--- config.mk ---
export PLATFORM = sky130hd
export DESIGN_NAME = pfrb_register_bank
export DESIGN_NICKNAME = d
export VERILOG_FILES = /design/src/pkg/pfrb_pkg.sv /design/src/hdl/pfrb_i2c_slave.sv /design/src/hdl/pfrb_register_bank.sv
export VERILOG_INCLUDE_DIRS = /design/src /design/src/pkg
export SDC_FILE = /design/constraint.sdc
export NUM_CORES = 1
export LEC_CHECK = 0
export BUFFER_PORTS_ARGS = -buffer_cell sky130_fd_sc_hd__buf_2
export CORE_AREA = 2 2 149 187
export DETAILED_ROUTE_END_ITERATION = 8
export DIE_AREA = 0 0 151 189
export SYNTH_ARGS = -nofsm -noshare
export SYNTH_HDL_FRONTEND = slang
export SYNTH_SLANG_ARGS = --single-unit
--- constraint.sdc ---
create_clock -name sys_clk -period 4.8 [get_ports sys_clk]
set_input_delay 0.24 -clock sys_clk [delete_from_list [all_inputs] [get_ports sys_clk]]
set_output_delay 0.24 -clock sys_clk [all_outputs]
set_load 0.005 [all_outputs]
--- src/pkg/pfrb_map.svh ---
/*
   pfrb_map.svh: register offsets, field positions, reset values and counts
   of the feedback divider register bank.
   assumes: included by bare name wherever a constant is needed.
*/
`ifndef PFRB_MAP_SVH
`define PFRB_MAP_SVH

// ---------------------------------------------------------------
// register offsets
// ---------------------------------------------------------------
`define PFRB_OFS_INTEGER 8'h11
`define PFRB_OFS_FRAC_HIGH 8'h12
`define PFRB_OFS_FRAC_MID 8'h13
`define PFRB_OFS_FRAC_LOW 8'h14
`define PFRB_OFS_CTRL_PRIMARY 8'h15
`define PFRB_OFS_CTRL_ALIAS 8'h50

// ---------------------------------------------------------------
// field positions
// ---------------------------------------------------------------
`define PFRB_INT_MSB 5
`define PFRB_BIT_OE 7
`define PFRB_BIT_APPLY_FREQ 2
`define PFRB_BIT_APPLY_SMALL 1
`define PFRB_BIT_RESTORE 0

// ---------------------------------------------------------------
// reset values and counts
// ---------------------------------------------------------------
`define PFRB_CTRL_BIT_RESET 1'b0
`define PFRB_READ_NONE 8'h00
`define PFRB_INT_PAD 2'h0
`define PFRB_BIT_LAST 3'h7
`define PFRB_BIT_FIRST 3'h0
`define PFRB_PTR_STEP 8'h01

`endif

--- src/pkg/pfrb_pkg.sv ---
/*
   pfrb_pkg: types shared by the register bank and its two-wire slave.
   assumes: the constants of pfrb_map.svh are included where used.
*/
package pfrb_pkg;

   // divider setting, user copy and working copy alike
   typedef struct packed {
      logic [5:0] whole;
      logic [23:0] fraction;
   } pfrb_divider_type;

   // one register write from the serial slave
   typedef struct packed {
      logic wr;
      logic [7:0] addr;
      logic [7:0] data;
   } pfrb_bus_type;

   typedef enum logic [2:0] {
      PFRB_IDLE,
      PFRB_ADDR,
      PFRB_ADDR_ACK,
      PFRB_WRITE,
      PFRB_WRITE_ACK,
      PFRB_READ,
      PFRB_READ_ACK
   } pfrb_i2c_state_type;

   typedef struct packed {
      pfrb_i2c_state_type state;
      logic sclMeta;
      logic sclSync;
      logic sclLast;
      logic sdaMeta;
      logic sdaSync;
      logic sdaLast;
      logic [7:0] shift;
      logic [2:0] bitCnt;
      logic full;
      logic rw;
      logic first;
      logic nack;
      logic sdaOeN;
      logic [7:0] ptr;
      pfrb_bus_type bus;
   } pfrb_i2c_regs_type;

   typedef struct packed {
      pfrb_divider_type user;
      pfrb_divider_type work;
      logic oeBit;
      logic applyFreq;
      logic applySmall;
      logic restore;
      logic loaded;
      logic calStart;
      logic stepStart;
      logic oeMeta;
      logic oeSync;
   } pfrb_bank_regs_type;

endpackage

--- src/hdl/pfrb_i2c_slave.sv ---
/*
   pfrb_i2c_slave: two-wire serial slave; first written byte sets the
   register pointer, later bytes write or read with auto increment.
   assumes: scl and sda arrive straight from pins; rdata answers rdAddr
   combinationally in the same clock domain; reset already synchronised.
*/
`timescale 1ns/1ps
`include "pfrb_map.svh"

module pfrb_i2c_slave
(
   // clock and reset
   input wire logic sys_clk,
   input wire logic rstSync_b,
   // serial pins
   input wire logic scl,
   input wire logic sdaIn,
   output logic sdaOut,
   output logic sdaOeN,
   input wire logic [6:0] slaveAddr,
   // register side
   output pfrb_pkg::pfrb_bus_type bus,
   output logic [7:0] rdAddr,
   input wire logic [7:0] rdata
);

   pfrb_pkg::pfrb_i2c_regs_type s;
   pfrb_pkg::pfrb_i2c_regs_type next_s;
   logic rise;
   logic fall;
   logic start;
   logic stop;

   // ---------------------------------------------------------------
   // next state
   // ---------------------------------------------------------------
   always_comb
   begin
      next_s = s;
      // only the second and third stages of each synchroniser feed any logic
      next_s.sclMeta = scl;
      next_s.sclSync = s.sclMeta;
      next_s.sclLast = s.sclSync;
      next_s.sdaMeta = sdaIn;
      next_s.sdaSync = s.sdaMeta;
      next_s.sdaLast = s.sdaSync;
      next_s.bus.wr = 1'b0;
      rise = s.sclSync && !s.sclLast;
      fall = !s.sclSync && s.sclLast;
      start = s.sclSync && s.sclLast && s.sdaLast && !s.sdaSync;
      stop = s.sclSync && s.sclLast && !s.sdaLast && s.sdaSync;
      if (start)
      begin
         next_s.state = pfrb_pkg::PFRB_ADDR;
         next_s.bitCnt = `PFRB_BIT_FIRST;
         next_s.full = 1'b0;
         next_s.first = 1'b1;
         next_s.sdaOeN = 1'b1;
      end
      else if (stop)
      begin
         next_s.state = pfrb_pkg::PFRB_IDLE;
         next_s.sdaOeN = 1'b1;
      end
      else if (rise)
      begin
         case (s.state)
            pfrb_pkg::PFRB_ADDR, pfrb_pkg::PFRB_WRITE, pfrb_pkg::PFRB_READ:
            begin
               if (s.state != pfrb_pkg::PFRB_READ)
               begin
                  next_s.shift = {s.shift[6:0], s.sdaSync};
               end
               next_s.bitCnt = s.bitCnt + 3'h1;
               next_s.full = (s.bitCnt == `PFRB_BIT_LAST);
            end
            pfrb_pkg::PFRB_READ_ACK:
            begin
               next_s.nack = s.sdaSync;
            end
            default:
            begin
               next_s.nack = s.nack;
            end
         endcase
      end
      else if (fall)
      begin
         case (s.state)
            pfrb_pkg::PFRB_ADDR:
            begin
               if (s.full)
               begin
                  next_s.full = 1'b0;
                  if (s.shift[7:1] == slaveAddr)
                  begin
                     next_s.sdaOeN = 1'b0;
                     next_s.rw = s.shift[0];
                     next_s.state = pfrb_pkg::PFRB_ADDR_ACK;
                  end
                  else
                  begin
                     next_s.state = pfrb_pkg::PFRB_IDLE;
                  end
               end
            end
            pfrb_pkg::PFRB_ADDR_ACK, pfrb_pkg::PFRB_READ_ACK:
            begin
               next_s.bitCnt = `PFRB_BIT_FIRST;
               if (s.state == pfrb_pkg::PFRB_READ_ACK && s.nack)
               begin
                  next_s.sdaOeN = 1'b1;
                  next_s.state = pfrb_pkg::PFRB_IDLE;
               end
               else if (s.rw)
               begin
                  // open drain: a one is sent by letting go of the line
                  next_s.shift = rdata;
                  next_s.sdaOeN = rdata[7];
                  next_s.state = pfrb_pkg::PFRB_READ;
               end
               else
               begin
                  next_s.sdaOeN = 1'b1;
                  next_s.state = pfrb_pkg::PFRB_WRITE;
               end
            end
            pfrb_pkg::PFRB_WRITE:
            begin
               if (s.full)
               begin
                  next_s.full = 1'b0;
                  next_s.sdaOeN = 1'b0;
                  next_s.state = pfrb_pkg::PFRB_WRITE_ACK;
                  next_s.first = 1'b0;
                  if (s.first)
                  begin
                     next_s.ptr = s.shift;
                  end
                  else
                  begin
                     next_s.bus.wr = 1'b1;
                     next_s.bus.addr = s.ptr;
                     next_s.bus.data = s.shift;
                     next_s.ptr = s.ptr + `PFRB_PTR_STEP;
                  end
               end
            end
            pfrb_pkg::PFRB_WRITE_ACK:
            begin
               next_s.sdaOeN = 1'b1;
               next_s.state = pfrb_pkg::PFRB_WRITE;
            end
            pfrb_pkg::PFRB_READ:
            begin
               if (s.full)
               begin
                  next_s.full = 1'b0;
                  next_s.sdaOeN = 1'b1;
                  next_s.ptr = s.ptr + `PFRB_PTR_STEP;
                  next_s.state = pfrb_pkg::PFRB_READ_ACK;
               end
               else
               begin
                  next_s.shift = {s.shift[6:0], 1'b0};
                  next_s.sdaOeN = s.shift[6];
               end
            end
            default:
            begin
               next_s.sdaOeN = 1'b1;
            end
         endcase
      end
   end

   always_ff @(posedge sys_clk or negedge rstSync_b)
   begin
      if (!rstSync_b)
      begin
         s <= '0;
         s.sclMeta <= 1'b1;
         s.sclSync <= 1'b1;
         s.sclLast <= 1'b1;
         s.sdaMeta <= 1'b1;
         s.sdaSync <= 1'b1;
         s.sdaLast <= 1'b1;
         s.sdaOeN <= 1'b1;
         s.state <= pfrb_pkg::PFRB_IDLE;
      end
      else
      begin
         s <= next_s;
      end
   end

   assign sdaOut = 1'b0;
   assign sdaOeN = s.sdaOeN;
   assign bus = s.bus;
   assign rdAddr = s.ptr;

endmodule

--- src/hdl/pfrb_register_bank.sv ---
/*
   pfrb_register_bank: feedback divider and control registers of the
   oscillator synthesiser, reached over the two-wire serial pins.
   assumes: nvmDefaults holds the stored divider values and is stable
   from reset onward; calDone and stepDone are pulses from the synthesiser
   on sys_clk; oePin, scl and sda are raw pins.
*/
`timescale 1ns/1ps
`include "pfrb_map.svh"

module pfrb_register_bank
(
   // clock and reset
   input wire logic sys_clk,
   input wire logic rst_b,
   // serial pins
   input wire logic scl,
   input wire logic sdaIn,
   output logic sdaOut,
   output logic sdaOeN,
   input wire logic [6:0] slaveAddr,
   // stored defaults
   input wire pfrb_pkg::pfrb_divider_type nvmDefaults,
   // output buffer
   input wire logic oePin,
   output logic outputEnable,
   // synthesiser
   output pfrb_pkg::pfrb_divider_type pllWorking,
   output logic calStart,
   output logic stepStart,
   input wire logic calDone,
   input wire logic stepDone
);

   logic rstMeta_b;
   logic rstSync_b;
   pfrb_pkg::pfrb_bank_regs_type s;
   pfrb_pkg::pfrb_bank_regs_type next_s;
   pfrb_pkg::pfrb_bus_type bus;
   logic [7:0] rdAddr;
   logic [7:0] rdata;
   logic ctrlWrite;

   // ---------------------------------------------------------------
   // read decode
   // ---------------------------------------------------------------
   function automatic logic isCtrl(input logic [7:0] addr);
      // both offsets decode to one register
      isCtrl = (addr == `PFRB_OFS_CTRL_PRIMARY) || (addr == `PFRB_OFS_CTRL_ALIAS);
   endfunction

   function automatic logic [7:0] readReg(input pfrb_pkg::pfrb_bank_regs_type r,
                                          input logic [7:0] addr);
      readReg = `PFRB_READ_NONE;
      if (addr == `PFRB_OFS_INTEGER)
      begin
         readReg = {`PFRB_INT_PAD, r.user.whole};
      end
      else if (addr == `PFRB_OFS_FRAC_HIGH)
      begin
         readReg = r.user.fraction[23:16];
      end
      else if (addr == `PFRB_OFS_FRAC_MID)
      begin
         readReg = r.user.fraction[15:8];
      end
      else if (addr == `PFRB_OFS_FRAC_LOW)
      begin
         readReg = r.user.fraction[7:0];
      end
      else if (isCtrl(addr))
      begin
         readReg[`PFRB_BIT_OE] = r.oeBit;
         readReg[`PFRB_BIT_APPLY_FREQ] = r.applyFreq;
         readReg[`PFRB_BIT_APPLY_SMALL] = r.applySmall;
         readReg[`PFRB_BIT_RESTORE] = r.restore;
      end
   endfunction

   // ---------------------------------------------------------------
   // reset release
   // ---------------------------------------------------------------
   always_ff @(posedge sys_clk or negedge rst_b)
   begin
      if (!rst_b)
      begin
         rstMeta_b <= 1'b0;
         rstSync_b <= 1'b0;
      end
      else
      begin
         rstMeta_b <= 1'b1;
         rstSync_b <= rstMeta_b;
      end
   end

   // ---------------------------------------------------------------
   // serial slave
   // ---------------------------------------------------------------
   // pointer auto increment gives multi byte access
   pfrb_i2c_slave slave
   (
      .sys_clk(sys_clk),
      .rstSync_b(rstSync_b),
      .scl(scl),
      .sdaIn(sdaIn),
      .sdaOut(sdaOut),
      .sdaOeN(sdaOeN),
      .slaveAddr(slaveAddr),
      .bus(bus),
      .rdAddr(rdAddr),
      .rdata(rdata)
   );

   assign rdata = readReg(s, rdAddr);
   assign ctrlWrite = bus.wr && isCtrl(bus.addr);

   // ---------------------------------------------------------------
   // register state
   // ---------------------------------------------------------------
   always_comb
   begin
      next_s = s;
      next_s.oeMeta = oePin;
      next_s.oeSync = s.oeMeta;
      next_s.calStart = 1'b0;
      next_s.stepStart = 1'b0;
      // first cycle after release catches the stored values
      if (!s.loaded)
      begin
         next_s.user = nvmDefaults;
         next_s.work = nvmDefaults;
         next_s.loaded = 1'b1;
      end
      // calibration finished ends the frequency apply
      if (s.applyFreq && calDone)
      begin
         next_s.applyFreq = 1'b0;
      end
      // step finished ends the small step apply
      if (s.applySmall && stepDone)
      begin
         next_s.applySmall = 1'b0;
      end
      // restore reloads user values, done in one cycle
      if (s.restore)
      begin
         next_s.user = nvmDefaults;
         next_s.restore = 1'b0;
      end
      if (bus.wr)
      begin
         // only the low six bits are stored
         if (bus.addr == `PFRB_OFS_INTEGER)
         begin
            next_s.user.whole = bus.data[`PFRB_INT_MSB:0];
         end
         if (bus.addr == `PFRB_OFS_FRAC_HIGH)
         begin
            next_s.user.fraction[23:16] = bus.data;
         end
         if (bus.addr == `PFRB_OFS_FRAC_MID)
         begin
            next_s.user.fraction[15:8] = bus.data;
         end
         if (bus.addr == `PFRB_OFS_FRAC_LOW)
         begin
            next_s.user.fraction[7:0] = bus.data;
         end
      end
      if (ctrlWrite)
      begin
         // apply and restore bits only set by writes, a written zero is ignored; the enable bit takes the written value
         next_s.oeBit = bus.data[`PFRB_BIT_OE];
         // set wins over a same cycle done
         if (bus.data[`PFRB_BIT_APPLY_FREQ])
         begin
            next_s.applyFreq = 1'b1;
            if (!s.applyFreq)
            begin
               next_s.work = s.user;
               next_s.calStart = 1'b1;
            end
         end
         if (bus.data[`PFRB_BIT_APPLY_SMALL])
         begin
            next_s.applySmall = 1'b1;
            if (!s.applySmall)
            begin
               next_s.work = s.user;
               next_s.stepStart = 1'b1;
            end
         end
         if (bus.data[`PFRB_BIT_RESTORE])
         begin
            next_s.restore = 1'b1;
         end
      end
   end

   always_ff @(posedge sys_clk or negedge rstSync_b)
   begin
      if (!rstSync_b)
      begin
         s <= '0;
         s.oeBit <= `PFRB_CTRL_BIT_RESET;
      end
      else
      begin
         s <= next_s;
      end
   end

   // ---------------------------------------------------------------
   // outputs
   // ---------------------------------------------------------------
   // either source turns the buffer on
   assign outputEnable = s.oeSync || s.oeBit;
   assign pllWorking = s.work;
   assign calStart = s.calStart;
   assign stepStart = s.stepStart;
endmodule

Yosys cells after proc, flatten, opt, wreduce, memory -nomap -nowiden. Index checks and enable logic that the tools add are counted.

Register bits after elaboration: 121. Input port bits: 44. Output and inout bits: 35. Word-level logic and storage cells: 197.

Add/subtract/negate cells: 2. Equality and inequality tests: 36. Muxes and demuxes: 80. Bitwise logic cells: 4. Reduce and logical (&&, ||, !) cells: 42.

Operators with widths (number): $mux W30 (6); $mux W8 (12); $eq A8 B5 Y1 const B (10); $mux W26 (3); $mux W17 (4); $mux W60 (1); $mux W3 (12); $mux W34 (1); $pmux W8 S2 (2); $mux W1 (26); $mux W12 (2); $reduce_and A7 Y1 (3); $eq A8 B7 Y1 const B (2); $ne A4 B1 Y1 const B (4); $pmux W3 S5 (1); $mux W14 (1); $eq A3 B3 Y1 const B (4); $ne A3 B3 Y1 const B (4); $reduce_and A4 Y1 (3); $reduce_bool A3 Y1 (4); $logic_and A1 B1 Y1 (11); $reduce_and A5 Y1 (2); $reduce_bool A2 Y1 (5); $reduce_and A9 Y1 (1); other kinds (23) (40).

Longest topological paths before layout. Gate-level depths: netlist of run 1.

Depth after elaboration: 14. Depth in mapped cells: 9. Gate-level depth less buffers: 7.

Cells and area by module. From an unflattened synthesis of run 1, not the netlist that was laid out.

Cells, all modules: 683. Area total of the unflattened synthesis: 6887.9 um2.

By module, submodules not included: pfrb_register_bank (instances 1, cells an instance 395, area each 3837.4 um2, sequential area each 1776.7 um2); pfrb_i2c_slave (instances 1, cells an instance 288, area each 3050.4 um2, sequential area each 1260.0 um2).

Worst setup path after synthesis of run 1. No wires, ideal clock.

Kind: register to register. Start point: register slave.s (netlist bit slave.next_s[44]). End point: register slave.s[34] (netlist bit). Setup time: 0.128 ns. Arrival time: 1.850 ns. Required time: 4.672 ns. Setup slack: 2.822 ns. Cell stages (with the launch flop): 9. Path buffers: 3. Period minus slack after synthesis: 1.978 ns. Cells stage by stage: dfstp_2 -> buf_4 -> nor2b_1 -> buf_4 -> mux2i_1 -> a211oi_2 -> buf_6 -> mux2i_1 -> o31ai_2.

Longest elaborated chain between the ends: 5. Elaborated cells on any way between the ends: 19. Those cells by class: eq/ne: 5; mux: 1; bitwise: 2; reduce/logical: 11.

Ends and longest elaborated chain: from (decl) (line pfrb_i2c_slave.sv:27) `pfrb_pkg::pfrb_i2c_regs_type s;`; from (signal assigned) (line pfrb_i2c_slave.sv:193) `s <= next_s;`; $logic_and A1 B1 Y1 (line pfrb_i2c_slave.sv:50, pfrb_i2c_slave.sv:51); $logic_and A1 B1 Y1, on equally long branches (2 in series) (line pfrb_i2c_slave.sv:50, pfrb_i2c_slave.sv:51); $not A1 Y1 (no line); $reduce_and A9 Y1 (no line).

Several ways; a longest one is shown, not always the timed one. A chain may end at the register's enable or synchronous reset.

Final worst setup path of run 1. Ends and elaborated chain as after synthesis.

==> flow_metrics.py, run 1 <==
metrics = {
    "status": {
        "outcome": "completed",
    },
    "timing": {
        "fin_crit_ps": 2760,
        "setup_tns_ps": 0,
        "max_slew_margin_pct": 25.0,
        "finalWorstSetupSlack_ps": 2040,
        "hold_viol": 0,
        "rsz0062_at_grt": "false",
        "clock-skew-final_ps": 11.9,
        "setup_viol": 0,
        "fmax_mhz": 362,
        "slew_violations": 0,
        "post-route-period-util_pct": 57.6,
        "worst_pin_slew_ps": 1120,
    },
    "routing": {
        "viasPerCell": 4.60,
        "antenna_left": 0,
        "drt_wl_total_um": 17100,
        "via_count": 4702,
        "drt-initial-drc-count": 213,
        "wl_per_cell_um": 16.8,
        "firstDrtPassIters": 4,
        "drc": 0,
    },
    "clock_network": {
        "h-tree-depth": 4,
        "clock_sinks": 121,
        "cts_setup_buffers": 0,
        "path_clk_slew_ps": 60,
        "cts_tree": "yes",
        "cts_root_buffer": "clkbuf_16",
        "cts_buffers": 17,
        "cts_buffer_depth": 2,
        "worstSkewPairLatency_ps": 420,
    },
    "synthesis": {
        "synth.avg_cell_area_um2": 10.6,
        "ys_seq_elements": 121,
        "synthArstFlopShare_pct": 100,
        "seq_area_frac_synth_pct": 45.9,
        "synth-edff-count": 0,
        "yosys_warnings": 0,
        "synth_cell_type_count": 67,
        "synth_ff_type": "dfrtp_1",
        "synth_cells": 624,
        "mappedNetlistArea_mm2": 0.00662,
    },
    "min_path": {
        "holdCritPathClass": "in -> async",
    },
    "global_routing": {
        "grt.total_usage_pct": 12.4,
        "antenna_found_initial": 1,
        "grt_pass1_wl_um": 26900,
        "grt_overflow": 0,
        "grt_max_degree": 66,
        "first_global_vias": 4733,
    },
    "placed_design": {
        "dp_hpwl_um": 12500,
        "io_buffers": 77,
        "dp.cells": 984,
        "pre_cts_ws_ps": 2070,
        "gp_congestion": 0.907,
    },
    "cells_and_area": {
        "antennaDiodeCount": 0,
        "area_growth_syn_to_layout_pct": 16.7,
        "num-nets-final": 714,
        "layout_commonest_cell": "dfrtp_1",
        "drive_above_1_share_pct": 30.7,
        "mostFrequentLayoutCells": "dfrtp_1 (113), buf_2 (77), mux2_2 (72), mux2i_1 (48), a21oi_1 (48)",
        "layoutNonFillerInstCount": 1022,
    },
    "power_and_ir_drop": {
        "finalPower_uw": 2880,
        "power.density_mw_per_mm2": 372,
        "irDropWorstVdd_uv": 212,
        "p_leak_uw": 0.00347,
    },
    "floorplan": {
        "initial_core_util_pct": 24.8,
        "ios": 79,
        "fp-row-count": 67,
        "dieArea_mm2": 0.0285,
        "die_x_um": 151,
        "core_area_mm2": 0.0267,
        "die_h_um": 189,
    },
    "worst_setup_path": {
        "required_ps": 5100,
        "cp-start-kind": "flop",
        "crit_path_end_kind": "flop",
        "reg2reg_depth": 5,
        "path_max_fanout": 13,
        "worstSetupPathType": "reg -> reg",
        "cp.arrival_ps": 3060,
    },
    "job": {
        "maxCapViolCount": 0,
    },
}
-- synthesized netlist by cell type (3+ instances only) --
master,count,area share [%]
a21oi_1,48,3.6
a22oi_1,4,0.45
a31oi_1,10,0.94
and2_1,9,0.85
and3_1,7,0.66
buf_2,6,0.45
buf_4,35,4.0
buf_6,4,0.68
clkbuf_1,17,0.96
clkbuf_8,3,0.62
dfrtp_1,114,43
dfstp_2,7,2.8
ha_1,6,1.1
inv_1,11,0.62
mux2_2,72,12
mux2i_1,48,7.3
nand2_1,34,1.9
nand2b_1,4,0.38
nand3_1,7,0.53
nand3b_1,5,0.57
nand4_1,3,0.28
nor2_1,47,2.7
nor2b_1,13,1.2
nor3_1,4,0.30
nor3b_1,3,0.34
o211ai_1,4,0.45
o21a_1,6,0.68
o21ai_0,33,2.5
o21ai_1,4,0.30
xnor2_1,6,0.79
xor2_1,4,0.53
-- cell type report --
| cell class | instances | area [um^2] |
|---|---|---|
| clock inverters | 11 | 170 |
| fillers | 2831 | 18900 |
| repair buffers | 87 | 475 |
| multi-input cells | 426 | 3110 |
| inverters | 11 | 41.3 |
| clock buffers | 21 | 460 |
| well taps | 345 | 432 |
| flip-flops and latches | 121 | 3040 |
-- where the power goes --
part	internal (uW)	total, uW	switching (uW)
logic	155	277	123
registers	1110	1230	123
clock network	895	1370	471
total	2160	2880	716
-- per-stage QoR --
step | util (%) | cell area (um^2) | hold WS (ps)
floorplan | - | 6630 | -55.6
global placement | 26.4 | 7040 | 26.9
detailed placement | 26.4 | 7040 | 27.0
CTS | 29.0 | 7730 | 104
global route | 29.0 | 7730 | 126
finish | 29.0 | 7730 | 122
-- kinds of logic after synthesis --
kind of cell / synth area share (%)
adder cells (fa/ha/maj): 1.28
XOR/XNOR: 1.32
AO/OA/AOI/OAI: 12.4
other: 0.113
flip-flops: 45.9
AND/OR/NAND/NOR: 12.1
buffers and inverters: 7.44
multiplexers: 19.5
-- worst max-delay path, stage by stage, from the launching register on --
cell	delay, ps
dfstp_2	640
nor2b_1	530
o21ai_0	250
a211oi_2	830
mux2i_1	310
o31ai_2	90
-- sequential cells by signal (all words and copies together), names as in the netlist --
register and cells:
slave.next_s 4, stepStart 1, slave.s 20, slave.bus 17, pllWorking 30, rstSync_b 1
rstMeta_b 1, s 36, slave.sdaOeN 1, calStart 1, next_s 1, slave.rdAddr 8
-- metal layers --
layer  track usage (%)  vias up  share of wire [%]
met2              21.5      116                 51
met4              4.35        2                2.3
met5                 0        -              0.064
li1                  -     2266                  -
met1              14.5     2289                 41
met3              3.49       29                5.5
-- path summary, 6_finish.rpt --
check	start	end	slack, ps
setup / recovery	slave.next_s[44]$_DFF_PN1_	slave.s[34]$_DFFE_PN0P_	2040
hold / removal	rst_b	rstSync_b$_DFF_PN0_	120
setup reg to reg	slave.next_s[44]$_DFF_PN1_	slave.s[34]$_DFFE_PN0P_	2040
hold reg to reg	next_s[0]$_DFF_PN0_	s[0]$_DFF_PN0_	340
max in group asynchronous	rstSync_b$_DFF_PN0_	next_s[0]$_DFF_PN0_	3080
min in group sys_clk	nvmDefaults[15]	s[54]$_DFF_PN0_	130
-- timing repair --
item / 4_1_cts / 5_1_grt
hold buffers: 6 / 0
hold endpoints to repair: 7 / 0
gates resized for setup: 0 / 0
Note: power is estimated with default switching activity, not from simulation.
==> run 2, diff against run 1 <==
==> constraint.sdc (replaced) <==
create_clock -name sys_clk -period 2.4 [get_ports sys_clk]
set_input_delay 0.12 -clock sys_clk [delete_from_list [all_inputs] [get_ports sys_clk]]
set_output_delay 0.12 -clock sys_clk [all_outputs]
set_load 0.005 [all_outputs]
==> run 2 against run 1 <==
Clock-buffer cell count decreased by 1. Power increased by 100%. Core utilization increased by 0.58 points. Worst hold slack got worse by 110 ps. Cell area increased by 2.0%. Wire length increased by 3.4%. Critical path type unchanged. Highest routed layer unchanged.
==> flow_metrics.py, run 2 (synthesis gave the netlist of run 1 again) <==
metrics = {
    "cells_and_area": {
        "fillers": 2781,
        "final_area_mm2": 0.00788,
        "num-nets-final": 731,
        "layout_commonest_cell": "dfrtp_1",
        "area_growth_syn_to_layout_pct": 19.0,
        "largest_reg_flops": 36,
        "drive_above_1_share_pct": 32.3,
        "antennaDiodeCount": 0,
        "mostFrequentLayoutCells": "dfrtp_1 (113), buf_2 (77), mux2_2 (72), mux2i_1 (48), a21oi_1 (48)",
        "top_register": "s",
    },
    "clock_network": {
        "cts_tree": "yes",
        "clock_sinks": 121,
        "cts_resized": 0,
        "cts_buffer_depth": 2,
        "cts_buffers": 17,
        "cts_root_buffer": "clkbuf_16",
        "path_clk_slew_ps": 60,
        "worstSkewPairLatency_ps": 420,
        "h-tree-depth": 4,
    },
    "timing": {
        "fmax_mhz": 481,
        "whs_ps": 15.5,
        "setup_tns_ps": 0,
        "clock-skew-final_ps": 10.5,
        "worst_pin_slew_ps": 655,
        "rsz0062_at_grt": "false",
        "setup_viol": 0,
        "slew_violations": 0,
        "post-route-period-util_pct": 86.7,
        "max_slew_margin_pct": 55.9,
        "hold_viol": 0,
        "fin_crit_ps": 2080,
    },
    "floorplan": {
        "initial_core_util_pct": 24.8,
        "fp-row-count": 67,
        "ios": 79,
        "core_area_mm2": 0.0267,
        "die_x_um": 151,
        "dieArea_mm2": 0.0285,
        "die_h_um": 189,
    },
    "routing": {
        "drt-initial-drc-count": 235,
        "wl_per_cell_um": 17.0,
        "via_count": 4779,
        "drt_wl_total_um": 17700,
        "firstDrtPassIters": 5,
        "drc": 0,
        "viasPerCell": 4.60,
        "antenna_left": 0,
    },
    "worst_setup_path": {
        "worstSetupPathType": "reg -> reg",
        "worstPathCellList": "nor2b_4 > and3_1 > nand2_1 > nor2_4 > buf_4 > mux2_2",
        "max_stage_delay_ps": 630,
        "critical_path.slowest_cell": "dfstp_2",
        "required_ps": 2700,
        "crit_path_end_kind": "flop",
        "cp.arrival_ps": 2380,
        "path_max_fanout": 17,
        "cp-start-kind": "flop",
    },
    "power_and_ir_drop": {
        "p_sw_share_pct": 24.7,
        "irDropWorstVdd_uv": 435,
        "power.density_mw_per_mm2": 733,
        "clockPowerShare_pct": 47.5,
        "p_seq_share_pct": 42.1,
        "p_sw_uw": 1430,
        "pwr-share-comb_pct": 10.4,
        "p_int_uw": 4350,
        "p_leak_uw": 0.00356,
    },
    "global_routing": {
        "antenna_found_initial": 1,
        "grt.total_usage_pct": 12.7,
        "first_global_vias": 4895,
        "grt_pass1_wl_um": 27500,
        "grt_overflow": 0,
        "grt_max_degree": 68,
    },
    "placed_design": {
        "io_buffers": 77,
        "gp_congestion": 0.947,
        "dp_hpwl_um": 13000,
        "placed_area_mm2": 0.00715,
    },
    "status": {
        "outcome": "completed",
    },
    "min_path": {
        "holdCritPathClass": "in -> reg",
    },
    "job": {
        "maxCapViolCount": 0,
    },
}
-- run 2: critical path: cells and delay by family, from the launching register on --
family,cells,cell delay (ps)
and+or+nand+nor,4,690
DFF,1,630
muxes,1,370
buffers and inverters,1,260
-- run 2: what timing repair did --
item	4_1_cts	5_1_grt
hold endpoints to repair	9	0
buffers inserted	0	0
hold buffers	9	0
setup endpoints to repair	0	0
-- run 2: power groups by stage --
stage          registers, uW  logic, uW  clock network, uW
5_1_grt                 2450        672               2890
3_5_place_dp            2470        596                  0
2_1_floorplan           2380        461                  0
4_1_cts                 2440        612               2810
3_3_place_gp            2470        586                  0
6_report                2430        599               2750
-- run 2: final cells by class --
cell class | count | area (um^2) | area share, %
sequential | 121 | 3040 | 38.6
timing repair buffer | 104 | 623 | 7.90
tap | 345 | 432 | 5.48
multi-input combinational | 426 | 3110 | 39.4
inverter | 11 | 41.3 | 0.524
clock buffer | 20 | 467 | 5.92
clock inverter | 12 | 171 | 2.17
-- run 2: worst paths after layout --
check,from,endpoint,slack [ps],cells past startpoint
setup reg to reg,slave.s[44]$_DFF_PN1_,slave.bus[8]$_DFFE_PN0P_,320,6
hold reg to reg,rstSync_b$_DFF_PN0_,slave.s[30]$_DFFE_PN0P_,220,0
max in group asynchronous,rstSync_b$_DFF_PN0_,calStart$_DFF_PN0_,1440,1
setup / recovery,slave.s[44]$_DFF_PN1_,slave.bus[8]$_DFFE_PN0P_,320,6
min in group asynchronous,rstSync_b$_DFF_PN0_,slave.s[30]$_DFFE_PN0P_,220,0
hold / removal,nvmDefaults[13],s[52]$_DFF_PN0_,20,3
-- run 2: stage by stage --
stage / power [uW] / cells / worst slack [ps] / util (%)
after floorplan: 2840 / 625 / 388 / -
after global routing: 6020 / 1039 / 133 / 29.6
after detailed placement: 3070 / 998 / 346 / 26.8
after CTS: 5860 / 1039 / 333 / 29.6
final: 5780 / 1039 / 319 / 29.6
after global placement: 3050 / 998 / 414 / 26.8
-- run 2: layer usage --
layer | track usage, % | part of all wire [%] | vias up
li1 | - | - | 2301
met1 | 14.9 | 42 | 2310
met2 | 21.9 | 51 | 136
met3 | 3.23 | 4.6 | 30
met4 | 5.57 | 3.2 | 2
met5 | 0 | 0.073 | -
==> run 3, diff against run 2 <==
--- a/config.mk
+++ b/config.mk
@@ -10,6 +10,7 @@
 export CORE_AREA = 2 2 149 187
 export DETAILED_ROUTE_END_ITERATION = 8
 export DIE_AREA = 0 0 151 189
+export RECOVER_POWER = 50
 export SYNTH_ARGS = -nofsm -noshare
 export SYNTH_HDL_FRONTEND = slang
 export SYNTH_SLANG_ARGS = --single-unit
==> run 3 against run 2 <==
Register-to-register slack worse by 70 ps. Flip-flop and latch count unchanged. Final cell count unchanged. Global-route usage unchanged. Sequential power about the same. Core utilization fell by 0.15 points. Power barely moved. Sequential share of layout area grew 0.15 points. Highest routed layer unchanged. Fmax fell by 3.4%. Critical endpoint is now slave.s[34]$_DFFE_PN0P_.
==> flow_metrics.py, run 3 (synthesis gave the netlist of run 1 again) <==
metrics = {
    "status": {
        "outcome": "completed",
    },
    "clock_network": {
        "h-tree-depth": 4,
        "cts_tree": "yes",
        "cts_buffers": 17,
        "worstSkewPairLatency_ps": 420,
        "cts_buffer_depth": 2,
        "cts_root_buffer": "clkbuf_16",
        "hold_buffers": 9,
        "cts_resized": 0,
        "path_clk_slew_ps": 60,
        "cts_setup_buffers": 0,
        "clock_sinks": 121,
    },
    "placed_design": {
        "dp_hpwl_um": 13000,
        "dp.cells": 998,
        "io_buffers": 77,
        "gp_congestion": 0.947,
        "pre_cts_ws_ps": 346,
    },
    "floorplan": {
        "fp-row-count": 67,
        "die_h_um": 189,
        "ios": 79,
        "initial_core_util_pct": 24.8,
        "dieArea_mm2": 0.0285,
        "die_x_um": 151,
        "core_area_mm2": 0.0267,
    },
    "worst_setup_path": {
        "worstPathCellList": "nor2b_1 > buf_4 > a21oi_1 > a211oi_2 > buf_4 > mux2i_1 > o31ai_2",
        "crit_top_cell": "buf_4",
        "path_max_fanout": 13,
        "reg2reg_depth": 7,
        "worstSetupPathType": "reg -> reg",
        "critical_path.slowest_cell": "dfstp_1",
        "cp-start-kind": "flop",
        "rrSetupSlack_ps": 250,
        "crit_path_end_kind": "flop",
        "cp.buffers_inverters": 2,
        "max_stage_delay_ps": 720,
        "crit_start": "slave.next_s[44]$_DFF_PN1_",
        "worstSetupPathDepth": 7,
        "reg2reg_to": "slave.s[34]$_DFFE_PN0P_",
        "critPathTopFamily": "flip-flops",
        "reg2reg_from": "slave.next_s[44]$_DFF_PN1_",
        "cp.arrival_ps": 2460,
        "required_ps": 2700,
    },
    "cells_and_area": {
        "top_register": "s",
        "layoutNonFillerInstCount": 1039,
        "multi_input_area_mm2": 0.00311,
        "num-nets-final": 731,
        "antennaDiodeCount": 0,
        "mostFrequentLayoutCells": "dfrtp_1 (114), mux2_2 (72), buf_2 (60), mux2i_1 (48), a21oi_1 (48)",
        "regArea_mm2": 0.00304,
        "layout_commonest_cell": "dfrtp_1",
        "drive_above_1_share_pct": 29.4,
        "area_growth_syn_to_layout_pct": 18.4,
        "largest_reg_flops": 36,
        "fillers": 2789,
    },
    "global_routing": {
        "grt.total_usage_pct": 12.7,
        "grt_overflow": 0,
        "grt_pass1_wl_um": 27500,
        "first_global_vias": 4895,
        "grt_max_degree": 68,
        "antenna_found_initial": 1,
    },
    "routing": {
        "antenna_left": 0,
        "via_count": 4800,
        "drt_wl_total_um": 17700,
        "firstDrtPassIters": 5,
        "viasPerCell": 4.62,
        "drt-initial-drc-count": 225,
        "drc": 0,
        "wl_per_cell_um": 17.0,
    },
    "min_path": {
        "holdCritPathClass": "in -> reg",
        "min_from": "nvmDefaults[13]",
        "hold_path_end": "s[52]$_DFF_PN0_",
        "hold_depth": 3,
    },
    "timing": {
        "clock-skew-final_ps": 10.5,
        "hold_viol": 0,
        "setup_viol": 0,
        "post-route-period-util_pct": 89.7,
        "fin_crit_ps": 2150,
        "fmax_mhz": 464,
        "setup_tns_ps": 0,
        "slew_violations": 0,
        "rsz0062_at_grt": "false",
        "worst_pin_slew_ps": 935,
        "finalWorstSetupSlack_ps": 246,
        "max_slew_margin_pct": 37.7,
    },
    "power_and_ir_drop": {
        "irDropWorstVdd_uv": 435,
        "power.density_mw_per_mm2": 736,
        "p_leak_uw": 0.00351,
    },
    "job": {
        "maxCapViolCount": 0,
    },
}
## run 3: changes by cell type in the layout (fill, tap and decap cells not counted), sizes merged
| cell | before | now |
|---|---|---|
| buf | 95 | 76 |
| clkbuf | 20 | 39 |
## run 3: through the flow
step	area, um^2	total power, uW	utilization, %	hold slack, ps
after detailed placement	7150	3070	26.8	-90.4
after global placement	7150	3050	26.8	-92.7
after floorplan	6630	2840	-	-176
final	7840	5770	29.4	15.3
after CTS	7880	5860	29.6	3.31
after global routing	7840	6010	29.4	24.0
## run 3: worst reg2reg max path, stage by stage, from the launching register on
cell      delay [ps]
dfstp_1          720
nor2b_1          320
buf_4            200
a21oi_1           70
a211oi_2         160
buf_4            230
mux2i_1          250
o31ai_2           90
## run 3: per-layer routing
| layer | share of wire, % | track usage, % |
|---|---|---|
| met2 | 50 | 21.9 |
| met4 | 3.2 | 5.57 |
| met1 | 41 | 14.9 |
| met5 | 0.073 | 0 |
| met3 | 5.0 | 3.23 |
## run 3: final cells by class
class / count / share of cell area [%]
multi-input combinational: 426 / 39.6
sequential: 121 / 38.7
timing repair buffer: 104 / 7.48
clock buffer: 20 / 5.95
tap: 345 / 5.50
clock inverter: 12 / 2.19
inverter: 11 / 0.526
## run 3: worst max path at each step
| stage | endpoint | slack [ps] |
|---|---|---|
| 3_5_place_dp | slave.bus[8]$_DFFE_PN0P_ | 350 |
| 2_1_floorplan | calStart$_DFF_PN0_ | 390 |
| 6_report | slave.s[34]$_DFFE_PN0P_ | 250 |
| 5_1_grt | slave.s[34]$_DFFE_PN0P_ | 110 |
| 3_3_place_gp | slave.s[34]$_DFFE_PN0P_ | 410 |
| 4_1_cts | slave.bus[8]$_DFFE_PN0P_ | 330 |
## run 3: power by group
part | internal [uW] | switching, uW
sequential | 2220 | 219
combinational | 313 | 276
clock | 1810 | 939
total | 4340 | 1430
